### src/dadc_pkg.sv
package dadc_pkg;
  // converter word
  localparam int CODE_W = 10;
  localparam logic [9:0] CODE_MID = 10'h200;
  localparam logic [9:0] CODE_MAX = 10'h3ff;
  // offset correction sequence: lengths in clock cycles, shift and accumulator width in bits
  localparam logic [5:0] CAL_CYCLES = 6'h22;
  localparam logic [5:0] CAL_SAMPLES = 6'h20;
  localparam int CAL_SHIFT = 5;
  localparam int ACC_W = 15;
  // apb register byte offsets
  localparam logic [7:0] REG_CTRL = 8'h00;
  localparam logic [7:0] REG_STAT = 8'h04;
  localparam logic [7:0] REG_COEF = 8'h08;
  // control field positions
  localparam int CTL_BUS_SEL = 0;
  localparam int CTL_FMT = 1;
  localparam int CTL_STANDBY_REQUEST = 2;
  localparam int CTL_SLEEP = 3;
  localparam int CTL_TRIG = 4;
  localparam int CTL_W = 5;
  localparam logic [4:0] CTL_RESET = 5'h01;
  // status field positions
  localparam int STAT_BUSY_I = 3;
  localparam int STAT_BUSY_Q = 4;
  // coefficient field positions
  localparam int COEF_I_LSB = 0;
  localparam int COEF_Q_LSB = 16;
  // operating modes
  typedef enum logic [2:0] {
    DADC_RUN = 3'b001,
    DADC_STANDBY_REQUEST = 3'b010,
    DADC_SLEEP = 3'b100
  } dadc_mode_t;
endpackage

### src/dadc_ctrl.sv
// Decided for this implementation: the register offsets and the APB register port.
`timescale 1ns/1ps
module dadc_ctrl import dadc_pkg::*; (
  // clock and reset
  input wire logic sys_clk,
  input wire logic rst_b,
  // apb slave
  input wire logic [7:0] paddr,
  input wire logic psel,
  input wire logic penable,
  input wire logic pwrite,
  input wire logic [31:0] pwdata,
  output logic [31:0] prdata,
  output logic pready,
  output logic pslverr,
  // converter core codes, offset binary
  input wire logic [9:0] raw_a,
  input wire logic [9:0] raw_b,
  // data buses
  output logic [9:0] bus_a,
  output logic [9:0] bus_b
);
  // apb and control state
  logic [CTL_W-1:0] ctl_ff, nxt_ctl;
  logic trig_prev_ff, nxt_trig_prev;
  logic [31:0] prdata_ff, nxt_prdata;
  logic pready_ff, nxt_pready;
  logic pslverr_ff, nxt_pslverr;
  dadc_mode_t mode_ff, nxt_mode;
  logic setup, access, mapped, trig_pulse, run, par, fmt;
  logic busy_a, busy_b;
  logic [10:0] coef_a, coef_b;
  logic [9:0] cor_a, cor_b, fmt_a, fmt_b;

  assign par = ctl_ff[CTL_BUS_SEL];
  assign fmt = ctl_ff[CTL_FMT];
  assign run = (mode_ff == DADC_RUN);
  assign setup = psel && !penable;
  assign access = psel && penable && pready_ff;
  assign mapped = (paddr == REG_CTRL) || (paddr == REG_STAT) || (paddr == REG_COEF);
  assign trig_pulse = ctl_ff[CTL_TRIG] && !trig_prev_ff;

  always_comb begin
    nxt_ctl = ctl_ff;
    nxt_trig_prev = ctl_ff[CTL_TRIG];
    nxt_pready = setup;
    nxt_pslverr = setup && !mapped;
    nxt_prdata = prdata_ff;
    if (access && pwrite && paddr == REG_CTRL) begin
      nxt_ctl = pwdata[CTL_W-1:0];
    end
    if (setup) begin
      nxt_prdata = 32'h0000_0000;
      case (paddr)
        REG_CTRL: nxt_prdata[CTL_W-1:0] = ctl_ff;
        REG_STAT: begin
          nxt_prdata[2:0] = mode_ff;
          nxt_prdata[STAT_BUSY_I] = busy_a;
          nxt_prdata[STAT_BUSY_Q] = busy_b;
        end
        REG_COEF: begin
          nxt_prdata[COEF_I_LSB +: 11] = coef_a;
          nxt_prdata[COEF_Q_LSB +: 11] = coef_b;
        end
        default: nxt_prdata = 32'h0000_0000;
      endcase
    end
  end

  // mode follows the request bits; sleep checked first
  always_comb begin
    case (mode_ff)
      DADC_RUN, DADC_STANDBY_REQUEST, DADC_SLEEP: begin
        if (ctl_ff[CTL_SLEEP]) begin
          nxt_mode = DADC_SLEEP;
        end else if (ctl_ff[CTL_STANDBY_REQUEST]) begin
          nxt_mode = DADC_STANDBY_REQUEST;
        end else begin
          nxt_mode = DADC_RUN;
        end
      end
      default: nxt_mode = DADC_RUN;
    endcase
  end

  always_ff @(posedge sys_clk) begin
    if (!rst_b) begin
      ctl_ff <= CTL_RESET;
      trig_prev_ff <= 1'b0;
      prdata_ff <= 32'h0000_0000;
      pready_ff <= 1'b0;
      pslverr_ff <= 1'b0;
      mode_ff <= DADC_RUN;
    end else begin
      ctl_ff <= nxt_ctl;
      trig_prev_ff <= nxt_trig_prev;
      prdata_ff <= nxt_prdata;
      pready_ff <= nxt_pready;
      pslverr_ff <= nxt_pslverr;
      mode_ff <= nxt_mode;
    end
  end

  assign prdata = prdata_ff;
  assign pready = pready_ff;
  assign pslverr = pslverr_ff;

  // falling-edge sampler, both channels at once
  logic [9:0] samp_a_ff, samp_b_ff, nxt_samp_a, nxt_samp_b;

  always_comb begin
    nxt_samp_a = samp_a_ff;
    nxt_samp_b = samp_b_ff;
    if (run) begin
      nxt_samp_a = raw_a;
      nxt_samp_b = raw_b;
    end
  end

  always_ff @(negedge sys_clk) begin
    if (!rst_b) begin
      samp_a_ff <= 10'h000;
      samp_b_ff <= 10'h000;
    end else begin
      samp_a_ff <= nxt_samp_a;
      samp_b_ff <= nxt_samp_b;
    end
  end

  dadc_offset_cal u_cal_a (
    .sys_clk(sys_clk),
    .rst_b(rst_b),
    .run(run),
    .start(trig_pulse),
    .raw_code(samp_a_ff),
    .cor_code(cor_a),
    .coef(coef_a),
    .busy(busy_a)
  );

  dadc_offset_cal u_cal_b (
    .sys_clk(sys_clk),
    .rst_b(rst_b),
    .run(run),
    .start(trig_pulse),
    .raw_code(samp_b_ff),
    .cor_code(cor_b),
    .coef(coef_b),
    .busy(busy_b)
  );

  // two's complement is offset binary with the top bit inverted
  assign fmt_a = {cor_a[9] ^ fmt, cor_a[8:0]};
  assign fmt_b = {cor_b[9] ^ fmt, cor_b[8:0]};

  // rising-edge pipeline; frozen outside run so outputs keep the last result
  logic [9:0] st1_a_ff, st1_b_ff, st2_a_ff, st2_b_ff, hold_b_ff;
  logic [9:0] nxt_st1_a, nxt_st1_b, nxt_st2_a, nxt_st2_b, nxt_hold_b;
  logic [9:0] pos_a_ff, nxt_pos_a, out_b_ff, nxt_out_b;
  logic [9:0] neg_a_ff, nxt_neg_a;

  always_comb begin
    nxt_st1_a = st1_a_ff;
    nxt_st1_b = st1_b_ff;
    nxt_st2_a = st2_a_ff;
    nxt_st2_b = st2_b_ff;
    nxt_hold_b = hold_b_ff;
    nxt_pos_a = pos_a_ff;
    nxt_out_b = out_b_ff;
    if (run) begin
      nxt_st1_a = fmt_a;
      nxt_st1_b = fmt_b;
      nxt_st2_a = st1_a_ff;
      nxt_st2_b = st1_b_ff;
      nxt_hold_b = st2_b_ff;
      nxt_pos_a = st2_a_ff ^ neg_a_ff;
      nxt_out_b = par ? st2_b_ff : 10'h000;
    end
  end

  always_ff @(posedge sys_clk) begin
    if (!rst_b) begin
      st1_a_ff <= 10'h000;
      st1_b_ff <= 10'h000;
      st2_a_ff <= 10'h000;
      st2_b_ff <= 10'h000;
      hold_b_ff <= 10'h000;
      pos_a_ff <= 10'h000;
      out_b_ff <= 10'h000;
    end else begin
      st1_a_ff <= nxt_st1_a;
      st1_b_ff <= nxt_st1_b;
      st2_a_ff <= nxt_st2_a;
      st2_b_ff <= nxt_st2_b;
      hold_b_ff <= nxt_hold_b;
      pos_a_ff <= nxt_pos_a;
      out_b_ff <= nxt_out_b;
    end
  end

  // falling half: bus a turns to channel b in multiplexed mode
  always_comb begin
    nxt_neg_a = neg_a_ff;
    if (run && !par) begin
      nxt_neg_a = hold_b_ff ^ pos_a_ff;
    end
  end

  always_ff @(negedge sys_clk) begin
    if (!rst_b) begin
      neg_a_ff <= 10'h000;
    end else begin
      neg_a_ff <= nxt_neg_a;
    end
  end

  // two-edge bus as xor of two flops: only one of them toggles per edge,
  // so no glitch, at the cost of one gate after the flops
  assign bus_a = pos_a_ff ^ neg_a_ff;
  assign bus_b = out_b_ff;
endmodule

### src/dadc_offset_cal.sv
`timescale 1ns/1ps
module dadc_offset_cal import dadc_pkg::*; (
  // clock and reset
  input wire logic sys_clk,
  input wire logic rst_b,
  // control
  input wire logic run,
  input wire logic start,
  // converter code, offset binary
  input wire logic [9:0] raw_code,
  // results
  output logic [9:0] cor_code,
  output logic [10:0] coef,
  output logic busy
);
  logic [5:0] cnt_ff, nxt_cnt;
  logic [ACC_W-1:0] acc_ff, nxt_acc;
  logic [10:0] coef_ff, nxt_coef;
  logic [11:0] diff;
  logic [10:0] avg;

  assign avg = 11'({1'b0, acc_ff[ACC_W-1:CAL_SHIFT]}) - 11'({1'b0, CODE_MID});

  always_comb begin
    nxt_cnt = cnt_ff;
    nxt_acc = acc_ff;
    nxt_coef = coef_ff;
    if (cnt_ff == 6'h00) begin
      if (start) begin
        nxt_cnt = 6'h01;
        nxt_acc = '0;
      end
    end else if (run) begin
      // standby or sleep pauses the sequence rather than corrupting it
      if (cnt_ff <= CAL_SAMPLES) begin
        nxt_acc = acc_ff + ACC_W'(raw_code);
      end
      if (cnt_ff == CAL_CYCLES) begin
        nxt_cnt = 6'h00;
        nxt_coef = avg;
      end else begin
        nxt_cnt = cnt_ff + 6'h01;
      end
    end
  end

  always_ff @(posedge sys_clk) begin
    if (!rst_b) begin
      cnt_ff <= 6'h00;
      acc_ff <= '0;
      coef_ff <= 11'h000;
    end else begin
      cnt_ff <= nxt_cnt;
      acc_ff <= nxt_acc;
      coef_ff <= nxt_coef;
    end
  end

  // subtract and clamp; range shrinks by the offset
  assign diff = {2'b00, raw_code} - {coef_ff[10], coef_ff};
  always_comb begin
    if (diff[11]) begin
      cor_code = 10'h000;
    end else if (diff[10]) begin
      cor_code = CODE_MAX;
    end else begin
      cor_code = diff[9:0];
    end
  end

  assign coef = coef_ff;
  assign busy = (cnt_ff != 6'h00);
endmodule

### config.mk
export PLATFORM = sky130hd
export DESIGN_NAME = dadc_ctrl
export DESIGN_NICKNAME = d
export VERILOG_FILES = /design/src/dadc_pkg.sv /design/src/dadc_ctrl.sv /design/src/dadc_offset_cal.sv
export SDC_FILE = /design/constraint.sdc
export NUM_CORES = 1
export LEC_CHECK = 0
export BUFFER_PORTS_ARGS = -buffer_cell sky130_fd_sc_hd__buf_2
export CORE_ASPECT_RATIO = 1.2
export CORE_MARGIN = 5
export CORE_UTILIZATION = 40
export DETAILED_ROUTE_END_ITERATION = 7
export SETUP_SLACK_MARGIN = 0.02
export SLEW_MARGIN = 10
export SYNTH_ARGS = -nofsm -noshare
export SYNTH_HDL_FRONTEND = slang
export SYNTH_SLANG_ARGS = --single-unit
### constraint.sdc
create_clock -name sys_clk -period 2.73 [get_ports sys_clk]
set_input_delay 0.273 -clock sys_clk [delete_from_list [all_inputs] [get_ports sys_clk]]
set_output_delay 0.273 -clock sys_clk [all_outputs]
set_load 0.005 [all_outputs]
Word level (Yosys, flattened, before mapping)
Cells that the tools add are included.
Operators by class
  reductions and logical operators: 32
  mux-type cells: 24
  magnitude comparators: 2
  bitwise operators: 9
  $add $sub $neg: 8
  equality and inequality tests: 9
Operators with widths (number)
  15-bit 2-to-1 mux: 7
  10-bit 2-to-1 mux: 5
  6-bit 2-to-1 mux: 8
  15-bit by 10-bit adder with 15-bit output: 2
  10-bit bitwise XOR: 3
  11-bit by 11-bit subtractor with 12-bit output: 2
  10-bit by 10-bit subtractor with 11-bit output, second input constant: 2
  5-bit one-hot mux with 3 select lines: 1
  6-bit by 1-bit adder with 6-bit output, second input constant: 2
  6-bit == test, second input constant: 2
  6-bit <= comparator, second input constant: 2
  6-bit zero test: 2
  3-bit AND reduction: 4
  6-bit nonzero test: 2
  11-bit 2-to-1 mux: 1
  8-bit by 3-bit == test with 1-bit output, second input constant: 1
  8-bit by 4-bit == test with 1-bit output, second input constant: 1
  1-bit logical AND: 8
  8-bit zero test: 1
  2-bit nonzero test: 4
  2-bit AND reduction: 3
  3-bit OR reduction: 2
  1-bit zero test: 4
  2-bit != test, second input constant: 2
  8 further kinds: 13
Word-level totals
  output and inout bits: 54
  register bits after elaboration: 197
  input bits: 65

Longest topological paths before layout
Gate-level depths: netlist of the first run.
  depth after elaboration: 5
  depth in mapped cells: 11

Hierarchy
A second synthesis of the first run with hierarchy kept.
Unflattened totals
  cell total of the unflattened synthesis: 1146
  area total of the unflattened synthesis: 10072.2 µm²
Modules (own cells, without submodules)
  dadc_ctrl: sequential area each 2662.6 µm², cells each 570, area an instance 5273.8 µm², times used 1
  dadc_offset_cal (u_cal_b): sequential area each 620.6 µm², cells each 290, area an instance 2426.1 µm², times used 1
  dadc_offset_cal (u_cal_a): sequential area each 620.6 µm², cells each 286, area an instance 2372.3 µm², times used 1

==> flow_summary.toml, run 1 <==
[status]
status = "finished with violations"
violations = "negative setup slack"

[hold_path]
hp-class = "primary input to register"

[clocking]
clkTransAtPathRegs_ps = 70
clkLatencyLatePin_ps = 460
numCtsBuffers = 17
cts_tree = "built"
cts-htree-levels = 4
cts_max_path_buffers = 2
cts_root_buf = "clkbuf_16"
cts_sinks = 193

[yosys]
synth_edf_count = 0
syn-cell-area_um2 = 9545
synth-compound-area-share_pct = 19.24
ys.flop_type = "dfxtp_1"
synthSimpleGateAreaFrac_pct = 20.28
ys_seq_area_share_pct = 40.48
ys_warn_count = 0
muxShareOfSynthArea_pct = 1.586
synth_cells = 1162
synth_top_area_share_pct = 40.48
synth_xor_area_share_pct = 6.423
synthTopCellsByArea = "dfxtp_1 (40%), nand2_1 (7.9%), a21oi_1 (6.7%)"
synth_top_family_by_area = "simple AND/OR/NAND/NOR gates"
post-synth-top-area-cell = "dfxtp_1"
yosysUniqueCellTypes = 73
synth.avg_cell_area_um2 = 8.215
synthAdderAreaFrac_pct = 7.131
synthArstFlopShare_pct = 0
synth_seq_cells = 193

[final_layout]
diodes = 0
post-route-util_pct = 52.95
regArea_um2 = 3900
layout-drive-gt1-share_pct = 28.74
multi_input_area_um2 = 5889
fin_nets = 1489
fillerInstances = 2283
syn_to_final_growth_pct = 31.68
largest_reg_flops = 20
finalNonFillerCells = 1705

[floorplan]
core_um2 = 23740
die_h_um = 179.2
initial_core_util_pct = 40.21
die_x_um = 151.0
fp.dieArea_um2 = 27070
io_pins = 119
fp-row-count = 62

[placement]
hpwl_um = 18010
dp_slack_ps = -919.8
place.gp.congestion = 0.8580
dp.cells = 1627
numPortBuffers = 81

[drt]
drc_errors = 0
routed_wl_um = 24630
vias = 8631
drtIter0Drc = 427
ant_nets = 0
avgRoutedWirePerCell_um = 14.44
first_pass_iters = 5
via_per_inst = 5.062

[worst_setup_path]
cp.required_ps = 3080
cp-start-kind = "register"
path_max_fanout = 3
worstPathArrival_ps = 4010
path_class = "register to register"
endpoint_kind = "register"

[sta]
setup_tns_ps = -30880
slew_viol_final = 0
setup_viol = 48
relSlewSlack_pct = 29.00
tightest_slew_ps = 1061
fin_ws_ps = -922.3
finClkSkew_ps = 42.21
rsz0062_at_grt = "true"
hold_violations = 0

[pwr]
power_density_nw_per_um2 = 556.6
leakage_nw = 5.306
power.total_mw = 6.996
peakVddDrop_uv = 399.1

[global_route]
grt_pass1_wl_um = 40290
grt_overflow_total = 0
grt_pass1_vias = 8213
grt_util_all_layers_pct = 18.27
grt_max_degree = 67
antenna_found_initial = 0

[run]
max-cap-violations = 0
Yosys cell counts, types with 12 or more instances:
cell type / n
a21o_1: 13
xnor2_1: 46
ha_1: 48
nor3_1: 14
a22oi_1: 23
xor2_1: 24
mux2i_1: 14
nand3_1: 31
nor2_1: 106
inv_1: 36
a21oi_1: 127
a211oi_1: 30
o21ai_0: 52
buf_4: 12
clkbuf_1: 45
nand2_1: 202
dfxtp_1: 193
worst max-delay path: stages, from the launching register on:
cell and delay [ps]:
dfxtp_2 330, inv_2 40, ha_4 160, inv_2 60
fa_2 200, a21oi_2 70, or3_4 370, a211o_1 310
o211ai_4 100, nor3b_2 70, or3_1 310, a31oi_1 150
cell type report:
| class | instances | area share, % |
|---|---|---|
| multi-input cells | 873 | 46.85 |
| clock inverters | 41 | 1.901 |
| well taps | 320 | 3.185 |
| clock buffers | 21 | 3.753 |
| inverters | 36 | 1.115 |
| repair buffers | 221 | 12.16 |
| flip-flops and latches | 193 | 31.03 |
repair_timing:
action	4_1_cts	5_1_grt
buffers inserted	13	9
gates resized for setup	61	46
pin swaps	50	54
setup endpoints to repair	57	65
hold buffers	0	0
stage by stage:
step / cell area, um2 / hold WS, ps
floorplan: 9932 / 398.1
global placement: 11310 / 437.4
detailed placement: 11310 / 438.8
CTS: 12330 / 58.25
global route: 12570 / 86.24
finish: 12570 / 76.99
layer usage:
metal	wire, um	vias up	GRT usage (%)
met5	0	-	0
met4	317	0	4.573
met3	816	23	2.908
met2	11680	148	30.31
met1	11810	4051	24.82
li1	-	4409	-
path summary, 6_finish.rpt:
kind | start | to | slack [ps] | cells after the start
setup / recovery | samp_a_ff[0] | st1_a_ff[9] | -920 | 11
hold / removal | pwdata[0] | ctl_ff[0] | 80 | 3
setup reg to reg | samp_a_ff[0] | st1_a_ff[9] | -920 | 11
hold reg to reg | bus_b[1] | bus_b[1] | 450 | 2
cells in the final DEF, fill, tap and decap left out, types with 10 or more instances in the layout:
cell,Yosys,routed
nand2_1,202,200
buf_2,5,81
o21ai_1,0,13
a21oi_1,127,109
a211oi_1,30,24
dfxtp_2,0,17
ha_1,48,32
o21ai_0,52,30
nand2b_1,11,10
a21oi_2,0,16
mux2i_1,14,14
nand3_1,31,28
conb_1,1,10
xor2_1,24,21
xnor2_1,46,41
dfxtp_1,193,172
inv_1,36,61
ha_4,0,16
buf_6,2,16
nor3_1,14,11
a22oi_1,23,23
nor2_1,106,98
a21o_1,13,13
clkbuf_16,0,18
buf_4,12,123
report_power, final:
group	total [mW]	switching [mW]	internal [mW]
sequential	3.04	0.0957	2.94
combinational	1.25	0.703	0.543
clock	2.71	1.25	1.46
total	7.00	2.05	4.95
cells by family (layout without fill, tap and decap cells):
kind of cell | count (synthesis) | after routing
other | 1 | 10
muxes | 15 | 15
AOI/OAI and AO/OA | 294 | 294
and+or+nand+nor | 432 | 432
DFF | 193 | 193
adders and majority gates | 52 | 52
xor gates and xnor gates | 70 | 70
buffers and inverters | 105 | 319
(Power assumes the default switching activity.)
==> run 2, diff against run 1 <==
CORE_ASPECT_RATIO = 0.9   (was 1.2)
SETUP_SLACK_MARGIN = 0.05   (was 0.02)
clock period = 4.6 ns   (was 2.73 ns; I/O delays follow)
==> flow_summary.toml, run 2 (synthesis gave the netlist of run 1 again) <==
[worst_setup_path]
cp-start-kind = "register"
worstPathArrival_ps = 4910
cp.required_ps = 4930
slowest_stage = "dfxtp_4"
path_common_cell = "inv_2"
reg2reg_slack_ps = 20
r2r_cells = 13
crit_path_max_incr_delay_ps = 350
r2r-start = "samp_b_ff[0]"
path_class = "register to register"
endpoint_kind = "register"
worstPathCellList = "inv_2 -> ha_4 -> inv_2 -> fa_2 -> a211oi_2 -> o21bai_2 -> a21oi_2 -> o21bai_1 -> xnor2_2 -> buf_4 -> clkbuf_16 -> nor2_4 -> o21ai_2"
crit_start = "samp_b_ff[0]"
r2r_end = "st1_b_ff[6]"
path_max_fanout = 4

[hold_path]
holdPathEnd = "ctl_ff[3]"
min_from = "pwdata[3]"
hp-class = "primary input to register"
min_path_cells = 3

[floorplan]
die_h_um = 156.6
io_pins = 119
fp-row-count = 53
die_x_um = 172.8
initial_core_util_pct = 40.78
fp.dieArea_um2 = 27060
core_um2 = 23410

[global_route]
grt_pass1_wl_um = 38780
use_met2_pct = 25.44
grt_util_met3_pct = 3.261
grt_overflow_total = 0
met1_usage_pct = 25.53
grt_busiest_layer = "met1"
grt_util_all_layers_pct = 17.19
grt_pass1_vias = 7713
antenna_found_initial = 0
grt_max_degree = 97

[drt]
via_per_inst = 5.167
routed_wl_um = 23580
drc_errors = 0
drtIter0Drc = 488
avgRoutedWirePerCell_um = 14.82
first_pass_iters = 7
ant_nets = 0
vias = 8221

[status]
status = "complete, no violations"

[sta]
hold_violations = 0
finClkSkew_ps = 35.15
tightest_slew_ps = 1117
rsz0062_at_grt = "true"
fin_ws_ps = 23.09
setup_viol = 0
slew_viol_final = 0
timing.hold.ws_ps = 256.0
relSlewSlack_pct = 25.24

[final_layout]
diodes = 0
final_cell_mix = "nand2_1 (201), dfxtp_1 (188), a21oi_1 (122)"
largest_reg_flops = 20
layout-drive-gt1-share_pct = 18.08
post-route-util_pct = 48.66
fin_nets = 1393
fillerInstances = 2308
layout_commonest_cell = "nand2_1"
syn_to_final_growth_pct = 19.33

[placement]
numPortBuffers = 81
dp_slack_ps = -59.43
hpwl_um = 16750
place.gp.congestion = 0.8887

[run]
max-cap-violations = 0

[clocking]
cts_max_path_buffers = 2
cts_tree = "built"
clkTransAtPathRegs_ps = 70
cts_root_buf = "clkbuf_16"
cts-htree-levels = 4
numCtsBuffers = 17
cts_sinks = 193
clkLatencyLatePin_ps = 470

[pwr]
power_density_nw_per_um2 = 354.7
peakVddDrop_uv = 217.4
leakage_nw = 4.743
run 2: final cells by class:
type	count	area [um2]	share of cell area [%]
Inverter	36	137.6	1.208
Clock inverter	43	244.0	2.142
Multi-Input combinational cell	874	5532	48.56
Tap cell	302	377.9	3.317
Clock buffer	19	454.2	3.987
Timing Repair Buffer	124	770.7	6.766
Sequential cell	193	3875	34.02
run 2: per-layer routing:
layer / wire, um / part of all wire [%]
met5: 0 / 0
met3: 1021 / 4.3
met4: 409 / 1.7
met1: 12210 / 52
met2: 9939 / 42
run 2: critical path, delay by kind of cell, from the launching register on:
kind            cells  cell delay [ps]
simple gates        1              110
fa+ha+maj           2              460
compound gates      5              680
buf+inv             4              390
flops               1              350
xor+xnor            1              150
run 2: report_power, final:
group | switching (mW) | leakage, nW | total (mW) | internal (mW)
clock | 0.791 | 0.447 | 1.58 | 0.786
sequential | 0.0564 | 1.57 | 1.80 | 1.75
combinational | 0.391 | 2.72 | 0.662 | 0.270
total | 1.24 | 4.74 | 4.04 | 2.80
run 2: worst max path at each step:
stage | end | slack [ps] | cells after the start
6_report | st1_b_ff[6] | 20 | 13
4_1_cts | st1_b_ff[6] | 20 | 12
5_1_grt | st1_a_ff[9] | -90 | 11
2_1_floorplan | st1_a_ff[9] | 50 | 11
3_5_place_dp | st1_b_ff[8] | -60 | 11
3_3_place_gp | st1_b_ff[4] | -40 | 8
run 2: what timing repair did:
action                                  in CTS  in global routing
gates resized for setup                     11                 65
buffers inserted                             3                  5
pin swaps                                    9                 25
cloned                                       0                  2
endpoints found under the setup margin      22                 28
hold buffers                                 0                  0
run 2: stage by stage:
| stage | cells | cell area, um2 | TNS (ps) | power (mW) |
|---|---|---|---|---|
| 3_5_place_dp | 1520 | 10360 | -495.2 | 2.476 |
| 2_1_floorplan | 1171 | 9605 | 0 | 2.317 |
| 3_3_place_gp | 1520 | 10360 | -311.3 | 2.468 |
| 6_report | 1591 | 11390 | 0 | 4.041 |
| 5_1_grt | 1591 | 11390 | -685.8 | 4.255 |
| 4_1_cts | 1584 | 11100 | 0 | 4.014 |
